[config.mk]
export PLATFORM = sky130hd
export DESIGN_NAME = atimr_timer
export DESIGN_NICKNAME = d
export VERILOG_FILES = /design/src/atimr_pkg.sv /design/src/atimr_pre_if.sv /design/src/atimr_timer.sv /design/src/atimr_prescaler.sv
export SDC_FILE = /design/constraint.sdc
export NUM_CORES = 1
export LEC_CHECK = 0
export ABC_AREA = 1
export BUFFER_PORTS_ARGS = -buffer_cell sky130_fd_sc_hd__buf_2
export CAP_MARGIN = 20
export CORE_MARGIN = 10
export CORE_UTILIZATION = 41
export CTS_CLUSTER_SIZE = 24
export DETAILED_ROUTE_END_ITERATION = 8
export GPL_TIMING_DRIVEN = 0
export PLACE_DENSITY = 0.71
export SETUP_SLACK_MARGIN = 0.4
export SLEW_MARGIN = 20
export SYNTH_ARGS = -nofsm -noshare
export SYNTH_HDL_FRONTEND = slang
export SYNTH_HIERARCHICAL = 1
export SYNTH_SLANG_ARGS = --single-unit
[constraint.sdc]
create_clock -name pclk -period 3.6 [get_ports pclk]
set_input_delay 0 -clock pclk [delete_from_list [all_inputs] [get_ports pclk]]
set_output_delay 0 -clock pclk [all_outputs]
set_load 0.1 [all_outputs]
[src/atimr_pkg.sv]
// Package: register map, field positions and constants of the interval timer
package atimr_pkg;
   // =========================================================
   // Register byte offsets
   localparam logic [7:0]  OFF_CON      = 8'h00; // Control word
   localparam logic [7:0]  OFF_CON_CLR  = 8'h04; // Clear alias
   localparam logic [7:0]  OFF_CON_SET  = 8'h08; // Set alias
   localparam logic [7:0]  OFF_CON_INV  = 8'h0C; // Invert alias
   localparam logic [7:0]  OFF_COUNT    = 8'h10; // Count value
   localparam logic [7:0]  OFF_PERIOD   = 8'h20; // Wrap value
   localparam logic [7:0]  OFF_STATUS   = 8'h30; // Sticky events
   localparam logic [7:0]  OFF_MASK     = 8'h34; // Event mask
   // =========================================================
   // Control field positions
   localparam int BIT_ENABLE = 15;
   localparam int BIT_IDLE   = 13;
   localparam int BIT_GUARD  = 12;
   localparam int BIT_PEND   = 11;
   localparam int BIT_GATE   = 7;
   localparam int BIT_PS_HI  = 5;
   localparam int BIT_PS_LO  = 4;
   localparam int BIT_SYNC   = 2;
   localparam int BIT_CSRC   = 1;
   // Writable control bits; all others except pending bit 11 read as zero
   localparam logic [31:0] CON_WR_MASK  = 32'h0000_B0B6;
   // =========================================================
   // Reset values
   localparam logic [31:0] CON_RESET    = 32'h0000_0000;
   localparam logic [15:0] COUNT_RESET  = 16'h0000;
   localparam logic [15:0] PERIOD_RESET = 16'hFFFF;
   localparam logic [1:0]  EVT_RESET    = 2'h0;
   // =========================================================
   // Event bits in status and mask
   localparam int EVT_WRAP = 0;
   localparam int EVT_GATE = 1;
   // =========================================================
   // Prescale codes and divide ratios
   localparam logic [1:0]  PS_1   = 2'h0;
   localparam logic [1:0]  PS_8   = 2'h1;
   localparam logic [1:0]  PS_64  = 2'h2;
   localparam logic [1:0]  PS_256 = 2'h3;
   localparam logic [7:0]  LIM_1   = 8'h00; // Divide ratio minus one
   localparam logic [7:0]  LIM_8   = 8'h07;
   localparam logic [7:0]  LIM_64  = 8'h3F;
   localparam logic [7:0]  LIM_256 = 8'hFF;
   // Alias operations applied to the control word
   typedef enum logic [3:0] {
      ALIAS_WR  = 4'b0001,
      ALIAS_CLR = 4'b0010,
      ALIAS_SET = 4'b0100,
      ALIAS_INV = 4'b1000
   } atimr_alias_t;
endpackage

[src/atimr_pre_if.sv]
// Interface: tick path between the timer core and its prescaler
`timescale 1ns/1ps
`default_nettype none
interface atimr_pre_if;
   logic       tick_in;  // Raw count pulses
   logic       clear;    // Restart the divide chain
   logic [1:0] sel;      // Divide ratio code
   logic       tick_out; // Divided pulses
   modport core (output tick_in, output clear, output sel, input tick_out);
   modport pre  (input tick_in, input clear, input sel, output tick_out);
endinterface
`default_nettype wire

[src/atimr_timer.sv]
// Module: 16-bit interval timer/counter with APB registers and interrupt
// Function
// RULE1: one 16-bit counter, internal or external clock
// RULE2: four modes: internal, gated, sync external, async
// RULE3: enable bit 15 starts and stops counting
// RULE4: idle-stop bit 13 halts timer during idle
// RULE5: guard bit 12 ignores count writes while pending
// RULE6: guard clear allows back-to-back count writes
// RULE7: pending bit 11 shows unfinished async write
// RULE8: pending bit reads zero in synchronous mode
// RULE9: gate bit 7 active only on internal clock
// RULE10: prescale bits 5-4 select 1, 8, 64, 256
// RULE11: sync bit 2 matters only on external clock
// RULE12: source bit 1 picks pin or internal clock
// RULE13: unimplemented control bits always read zero
// RULE14: timer can keep running in sleep and idle
// RULE15: async mode runs from slow secondary oscillator
// RULE16: clear, set, invert aliases for control bits
// RULE17: tick increments; period match wraps, flags, triggers
// RULE18: reset clears all control bits to zero
`timescale 1ns/1ps
`default_nettype none
module atimr_timer (
   // Clock and reset
   input  wire logic        pclk,
   input  wire logic        presetn,
   // APB slave
   input  wire logic        psel,
   input  wire logic        penable,
   input  wire logic        pwrite,
   input  wire logic [7:0]  paddr,
   input  wire logic [31:0] pwdata,
   output logic [31:0]      prdata,
   output logic             pready,
   output logic             pslverr,
   // Pins and power state
   input  wire logic        ext_timer_clock_pin,
   input  wire logic        idle_mode,
   input  wire logic        sleep_mode,
   // Event outputs
   output logic             adc_trigger,
   output logic             irq
);
   // =========================================================
   // Register state
   logic [31:0] con;        // Writable control bits only
   logic [15:0] count;      // Timer value
   logic [15:0] period;     // Wrap value
   logic [15:0] staged;     // Count value waiting for the pin clock
   logic        pending;    // Async count write not yet applied
   logic [1:0]  status;     // Sticky events
   logic [1:0]  mask;       // Event enables
   logic [31:0] rdata_q;    // Read data held for the access phase
   logic        err_q;      // Unmapped address seen in setup

   // =========================================================
   // Pin synchroniser; stage one feeds only stage two
   logic pin_s1;            // First stage
   logic pin_s2;            // Second stage
   logic pin_s3;            // Edge history
   logic pin_rise;          // Rising edge of the pin
   logic pin_fall;          // Falling edge of the pin

   // Sample the external pin through two flops; a third keeps edge history
   always_ff @(posedge pclk or negedge presetn) begin
      if (!presetn) begin
         pin_s1 <= 1'b0;
         pin_s2 <= 1'b0;
         pin_s3 <= 1'b0;
      end else begin
         pin_s1 <= ext_timer_clock_pin;
         pin_s2 <= pin_s1;
         pin_s3 <= pin_s2;
      end
   end

   assign pin_rise = pin_s2 & ~pin_s3;
   assign pin_fall = ~pin_s2 & pin_s3;

   // =========================================================
   // Control field decode
   logic en;                // Counting enabled
   logic idle_stop;         // Halt while idle
   logic guard;             // Block count writes while pending
   logic gate_en;           // Gated accumulation requested
   logic ext_sync;          // Pin clock synchronised
   logic ext_src;           // Pin clock selected
   logic async_mode;        // Pin clock, unsynchronised
   logic gated;             // Gating in effect
   logic run;               // Counter may advance this cycle
   logic raw_tick;          // Pulse before the prescaler

   assign en         = con[atimr_pkg::BIT_ENABLE];
   assign idle_stop  = con[atimr_pkg::BIT_IDLE];
   assign guard      = con[atimr_pkg::BIT_GUARD];
   assign gate_en    = con[atimr_pkg::BIT_GATE];
   assign ext_sync   = con[atimr_pkg::BIT_SYNC];
   assign ext_src    = con[atimr_pkg::BIT_CSRC];                // RULE12
   assign async_mode = ext_src & ~ext_sync;                     // RULE11
   assign gated      = gate_en & ~ext_src;                      // RULE9
   // Idle halts only with idle-stop; in sleep the bus clock is
   // notionally gone, so only the pin-clocked async mode survives
   assign run = en                                              // RULE3
              & ~(idle_mode & idle_stop)                        // RULE4
              & ~(sleep_mode & ~async_mode);                    // RULE14
   // Internal clock counts every cycle, or while the gate pin is high;
   // either external mode counts pin rising edges
   assign raw_tick = ext_src ? pin_rise                         // RULE2
                   : (gated ? pin_s2 : 1'b1);                   // RULE2

   // =========================================================
   // Prescaler
   atimr_pre_if pre_link ();
   logic tick;              // Divided count pulse

   assign pre_link.tick_in = raw_tick & run;
   assign pre_link.clear   = ~en;
   assign pre_link.sel     = con[atimr_pkg::BIT_PS_HI:atimr_pkg::BIT_PS_LO];
   assign tick             = pre_link.tick_out;

   atimr_prescaler u_pre (
      .pclk    (pclk),
      .presetn (presetn),
      .pre     (pre_link.pre)
   );

   // =========================================================
   // APB decode
   logic setup_ph;          // Setup cycle
   logic wr_acc;            // Write taking effect now
   logic hit_con;           // Control word
   logic hit_alias;         // Any control alias
   logic hit_count;         // Count value
   logic hit_period;        // Wrap value
   logic hit_status;        // Sticky events
   logic hit_mask;          // Event mask
   logic hit_any;           // Mapped address
   logic wr_count;          // Count write accepted
   logic [3:0] alias_op;    // Control write operation

   assign setup_ph   = psel & ~penable;
   assign wr_acc     = psel & penable & pwrite;
   assign hit_con    = (paddr == atimr_pkg::OFF_CON);
   assign hit_alias  = (paddr == atimr_pkg::OFF_CON_CLR)
                     | (paddr == atimr_pkg::OFF_CON_SET)
                     | (paddr == atimr_pkg::OFF_CON_INV);
   assign hit_count  = (paddr == atimr_pkg::OFF_COUNT);
   assign hit_period = (paddr == atimr_pkg::OFF_PERIOD);
   assign hit_status = (paddr == atimr_pkg::OFF_STATUS);
   assign hit_mask   = (paddr == atimr_pkg::OFF_MASK);
   assign hit_any    = hit_con | hit_alias | hit_count | hit_period
                     | hit_status | hit_mask;
   // A guarded count write during a pending one is silently dropped
   assign wr_count   = wr_acc & hit_count & ~(guard & pending);  // RULE5

   assign alias_op = (paddr == atimr_pkg::OFF_CON_CLR) ? atimr_pkg::ALIAS_CLR
                   : (paddr == atimr_pkg::OFF_CON_SET) ? atimr_pkg::ALIAS_SET
                   : (paddr == atimr_pkg::OFF_CON_INV) ? atimr_pkg::ALIAS_INV
                   : atimr_pkg::ALIAS_WR;

   // Apply a plain, clear, set or invert write to the control word
   function automatic logic [31:0] apply_alias(input logic [3:0]  op,
                                               input logic [31:0] old,
                                               input logic [31:0] wd);
      logic [31:0] r;
      r = wd;
      if (op == atimr_pkg::ALIAS_CLR) begin
         r = old & ~wd;
      end else if (op == atimr_pkg::ALIAS_SET) begin
         r = old | wd;
      end else if (op == atimr_pkg::ALIAS_INV) begin
         r = old ^ wd;
      end
      return r & atimr_pkg::CON_WR_MASK;                         // RULE13
   endfunction

   // =========================================================
   // Read view
   logic        pend_rd;    // Pending bit as software sees it
   logic [31:0] con_rd;     // Control word readback
   logic [31:0] rd_mux;     // Selected read value

   assign pend_rd = pending & async_mode;                        // RULE8
   assign con_rd  = (con & atimr_pkg::CON_WR_MASK)               // RULE13
                  | ({31'h0, pend_rd} << atimr_pkg::BIT_PEND);   // RULE7
   assign rd_mux  = (hit_con | hit_alias) ? con_rd
                  : hit_count  ? {16'h0000, count}
                  : hit_period ? {16'h0000, period}
                  : hit_status ? {30'h0, status}
                  : hit_mask   ? {30'h0, mask}
                  : 32'h0000_0000;

   // Capture read data and error in setup; answer is always one cycle
   always_ff @(posedge pclk or negedge presetn) begin
      if (!presetn) begin
         rdata_q <= 32'h0000_0000;
         err_q   <= 1'b0;
      end else if (setup_ph) begin
         rdata_q <= pwrite ? 32'h0000_0000 : rd_mux;
         err_q   <= ~hit_any;
      end
   end

   assign prdata  = rdata_q;
   assign pready  = psel & penable;
   assign pslverr = psel & penable & err_q;

   // =========================================================
   // Control and configuration registers
   always_ff @(posedge pclk or negedge presetn) begin
      if (!presetn) begin
         con    <= atimr_pkg::CON_RESET;                         // RULE18
         period <= atimr_pkg::PERIOD_RESET;
         mask   <= atimr_pkg::EVT_RESET;
      end else if (wr_acc) begin
         if (hit_con | hit_alias) begin
            con <= apply_alias(alias_op, con, pwdata);           // RULE16
         end else if (hit_period) begin
            period <= pwdata[15:0];
         end else if (hit_mask) begin
            mask <= pwdata[1:0];
         end
      end
   end

   // =========================================================
   // Counter and async write staging
   logic wrap;              // Counter at its period on a tick
   logic async_done;        // Staged value lands on this pin edge

   assign wrap       = tick & (count == period);                 // RULE17
   // Async writes land on the next pin edge, as the slow clock would
   assign async_done = pending & pin_rise;                       // RULE15

   // Sync writes land at once; async ones wait for the pin clock
   always_ff @(posedge pclk or negedge presetn) begin
      if (!presetn) begin
         count   <= atimr_pkg::COUNT_RESET;
         staged  <= atimr_pkg::COUNT_RESET;
         pending <= 1'b0;
      end else begin
         if (wr_count & async_mode) begin
            staged  <= pwdata[15:0];                             // RULE6
            pending <= 1'b1;                                     // RULE7
         end else if (async_done | ~async_mode) begin
            pending <= 1'b0;                                     // RULE7
         end
         if (wr_count & ~async_mode) begin
            count <= pwdata[15:0];
         end else if (async_done) begin
            count <= staged;
         end else if (wrap) begin
            count <= 16'h0000;                                   // RULE17
         end else if (tick) begin
            count <= count + 16'h0001;                           // RULE1
         end
      end
   end

   // =========================================================
   // Events, trigger and interrupt
   logic [1:0] evt;         // Events raised this cycle
   logic [1:0] w1c;         // Bits software clears now

   assign evt = {gated & en & pin_fall, wrap & ~async_done};     // RULE9
   assign w1c = (wr_acc & hit_status) ? pwdata[1:0] : 2'b00;

   // Sticky flags; a new event outweighs a clear in the same cycle
   always_ff @(posedge pclk or negedge presetn) begin
      if (!presetn) begin
         status      <= atimr_pkg::EVT_RESET;
         adc_trigger <= 1'b0;
      end else begin
         status      <= (status & ~w1c) | evt;                   // RULE17
         adc_trigger <= evt[atimr_pkg::EVT_WRAP];                // RULE17
      end
   end

   assign irq = |(status & mask);
endmodule
`default_nettype wire

[src/atimr_prescaler.sv]
// Module: divide-by-1/8/64/256 prescaler for the timer's count pulses
`timescale 1ns/1ps
`default_nettype none
module atimr_prescaler (
   // Clock and reset
   input  wire logic pclk,
   input  wire logic presetn,
   // Tick path
   atimr_pre_if.pre  pre
);
   // =========================================================
   // Divide chain
   logic [7:0] cnt;   // Pulses seen since the last output tick
   logic [7:0] limit; // Ratio minus one for the chosen code
   logic       last;  // Chain at its final pulse

   // Ratio lookup, shared by decode and checks
   function automatic logic [7:0] ratio_limit(input logic [1:0] s);
      logic [7:0] r;
      r = atimr_pkg::LIM_1;
      if (s == atimr_pkg::PS_8) begin
         r = atimr_pkg::LIM_8;
      end else if (s == atimr_pkg::PS_64) begin
         r = atimr_pkg::LIM_64;
      end else if (s == atimr_pkg::PS_256) begin
         r = atimr_pkg::LIM_256;
      end
      return r;
   endfunction

   assign limit = ratio_limit(pre.sel);                      // RULE10
   assign last  = (cnt >= limit);
   // Output is a handshake pulse, so it stays combinational
   assign pre.tick_out = pre.tick_in & last & ~pre.clear;    // RULE10

   // Count input pulses; a ratio change mid-count ends early, never hangs
   always_ff @(posedge pclk or negedge presetn) begin
      if (!presetn) begin
         cnt <= 8'h00;
      end else if (pre.clear) begin
         cnt <= 8'h00;
      end else if (pre.tick_in) begin
         cnt <= last ? 8'h00 : cnt + 8'h01;
      end
   end
endmodule
`default_nettype wire

==> results.tsv <==
stage	metric	value	unit
pwr	worst vdd ir	0.289	mV
timing	Worst slew margin	58.6	%
clocking	TritonCTS Sinks	90	
global_routing	initial antenna violation count	0	
global_routing	first-pass GRT wire length	28900	µm
clocking	worst skew pair latency	350	ps
synthesis	Post-synth EDFFs	0	
timing	Tightest Pin Transition	622	ps
pwr	Power per Cell Area	353	mW/mm²
outcome	status	complete, no violations	
detailed_routing	Vias/cell	4.92	
job	MaxCap Viol Count	0	
timing	Final Max Tran Viols	0	
timing	Final Hold Viols	0	
floorplan	DIE WIDTH	143	µm
timing	Setup Viol. Count Final	0	
finish	footprint of the multi-input gates	0.00323	mm²
global_routing	grt ovf	0	
pwr	Pleak	4.13	nW
finish	fillers	1452	
global_routing	gr usage total	17.8	%
floorplan	total die area	0.0205	mm²
timing	Max Fclk	0.320	GHz
timing	total negative setup slack	0	ps
synthesis	main flop type after synthesis	dfrtp_1	
clocking	Worst-path clk slew	70	ps
synthesis	FFs w/ async S/R, synth	100	%
placement	hpwl dp	13600	µm
clocking	clock root buffer master	clkbuf_16	
detailed_routing	DR iter-0 viols	479	
timing	final period utilization	86.8	%
synthesis	most common cell in the netlist	nand2_1	
global_routing	vias in the first global route	5690	
synthesis	post-synthesis instance total	915	
floorplan	Row Count	44	
worst_setup_path	Crit. End Element	register	
pwr	Power, Total	2.56	mW
worst_setup_path	Worst Path Max Fanout	10	
finish	layout cells sized above 1	15.8	%
placement	gp weighted congestion	0.967	
detailed_routing	WL final	17700	µm
worst_setup_path	kind of critical path	reg2reg	
detailed_routing	Pre-Repair DR Iteration Count	5	
floorplan	I/O pin count	84	
synthesis	Seq/Total Area, Yosys	36.5	%
detailed_routing	Via Count	5893	
finish	Layout area overhead	16.5	%
detailed_routing	Post-DRT Antenna Nets	0	
worst_setup_path	crit path DAT	3370	ps
finish	Final #Nets	1079	
synthesis	Synth top cells by count	nand2_1 (319), inv_1 (132), dfrtp_1 (74)	
clocking	clk buf depth	2	
floorplan	core area	0.0147	mm²
min_path	hold crit path type	in2reg	
detailed_routing	Routed WL per cell	14.8	µm
clocking	Num CTS Buffers	9	
global_routing	pin count of the biggest net entering global routing	55	
synthesis	post-synth top area share	29.8	%
clocking	H-tree Lvls	3	
synthesis	yosys warns	6	
finish	final core occ	49.3	%
clocking	CTS tree	yes	
synthesis	Yosys reg bits	90	
finish	register area	0.00227	mm²
timing	post-layout min period	3130	ps
synthesis	Post-Syn Area	0.00622	mm²
timing	Max Clock Skew	7.08	ps
floorplan	Die Ht	143	µm
worst_setup_path	CP Data Required Time	3850	ps
synthesis	synth top area cells	dfrtp_1 (30%), nand2_1 (19%), inv_1 (8.0%), dfstp_2 (6.8%), nand3_1 (5.3%)	
detailed_routing	DRC	0	
timing	RSZ-0062 raised after global routing	false	
floorplan	Initial Utilization	42.3	%
worst_setup_path	crit start category	register	
synthesis	post-synthesis cell type count	45	
placement	I/O Buffers	51	
synthesis	Syn Area/Cell	6.80	µm²
synthesis	leading area contributor after synthesis	dfrtp_1	
-- area by class of cell --
class	instances	area share [%]
timing repair buffer	66	5.85
sequential	90	31.3
tap	184	3.18
clock buffer	10	3.16
antenna	1	0.0345
inverter	146	7.63
multi-input combinational	655	44.5
buffer	39	3.37
clock inverter	6	0.932
-- final timing paths --
check                            end  slack, ps       from  cells past startpoint
max in group asynchronous  period[4]       2860    presetn                      3
setup / recovery            count[9]        470    con[15]                     17
setup reg to reg            count[9]        470    con[15]                     17
hold reg to reg               pin_s2        390     pin_s1                      0
hold / removal              count[0]          4  pwdata[0]                      5
min in group asynchronous  prdata[3]        110    presetn                      2
-- through the flow --
step | worst slack (ps) | cell area (µm²) | std cells | hold slack (ps)
floorplan | 972 | 6280 | 930 | -296
global placement | 269 | 6770 | 1165 | 108
detailed placement | 233 | 6800 | 1166 | -78.2
CTS | 403 | 7220 | 1194 | 3.47
global route | 317 | 7250 | 1196 | 42.9
finish | 474 | 7250 | 1197 | 3.81
-- placed cells by master, fill, tap and decap left out, types with 11 or more instances in the layout --
cell type	instances
a21oi_1	23
buf_2	58
buf_4	18
clkbuf_1	11
conb_1	16
dfrtp_1	74
dfstp_2	16
dlygate4sd3_1	12
ha_1	24
inv_1	131
inv_2	13
nand2_1	319
nand3_1	66
nor2_1	57
o21ai_0	61
o21ai_1	14
-- sequential cells by signal, summed over array words and instances (netlist names) --
name,cells
status,2
pending,1
pin_s3,1
pin_s2,1
u_pre/cnt,8
con,8
period,16
count,16
pin_s1,1
err_q,1
staged,16
mask,2
adc_trigger,1
prdata,16
-- worst max-delay path: stages (launching register included) --
cell and delay (ps):
dfrtp_1 450, inv_1 140, a211o_1 310, a221oi_2 240, nor2_2 150, or2_1 250, buf_6 140, a21oi_1 130
inv_1 150, nor2_1 130, nand3_1 80, nor2_1 130, nand3_2 140, clkbuf_4 230, nand2_1 110, nand3_1 70
nand2_1 90, nand2_1 50
-- power by group --
| part | switching [mW] | total, mW | internal, mW |
|---|---|---|---|
| sequential | 0.0575 | 1.11 | 1.05 |
| combinational | 0.334 | 0.496 | 0.161 |
| clock | 0.410 | 0.949 | 0.539 |
| total | 0.801 | 2.56 | 1.75 |
-- repair_timing --
item / CTS / global route
gates resized for setup: 2 / 3
hold buffers: 12 / 0
buffers inserted: 0 / 2
endpoints found under the hold margin: 103 / 0
setup endpoints to repair: 9 / 10
-- kinds of logic (layout without fill, tap and decap cells) --
family                   Yosys count  in the layout  synth area share [%]
AO/OA/AOI/OAI                    125            125                  11.3
XOR/XNOR                          12             12                  1.69
adder cells (fa/ha/maj)           24             24                  4.83
buffers and inverters            185            267                  12.8
flip-flops                        90             90                  36.5
other                              1             17                0.0603
AND/OR/NAND/NOR                  478            478                  32.8
-- layer usage --
metal | GRT usage [%] | part of all wire [%] | up-vias
met2 | 29.0 | 47 | 191
met5 | 0 | 0 | -
met1 | 22.9 | 44 | 2660
li1 | - | - | 3015
met3 | 4.11 | 7.7 | 27
met4 | 5.21 | 2.0 | 0
No activity file was read; power rests on OpenSTA's default activity.
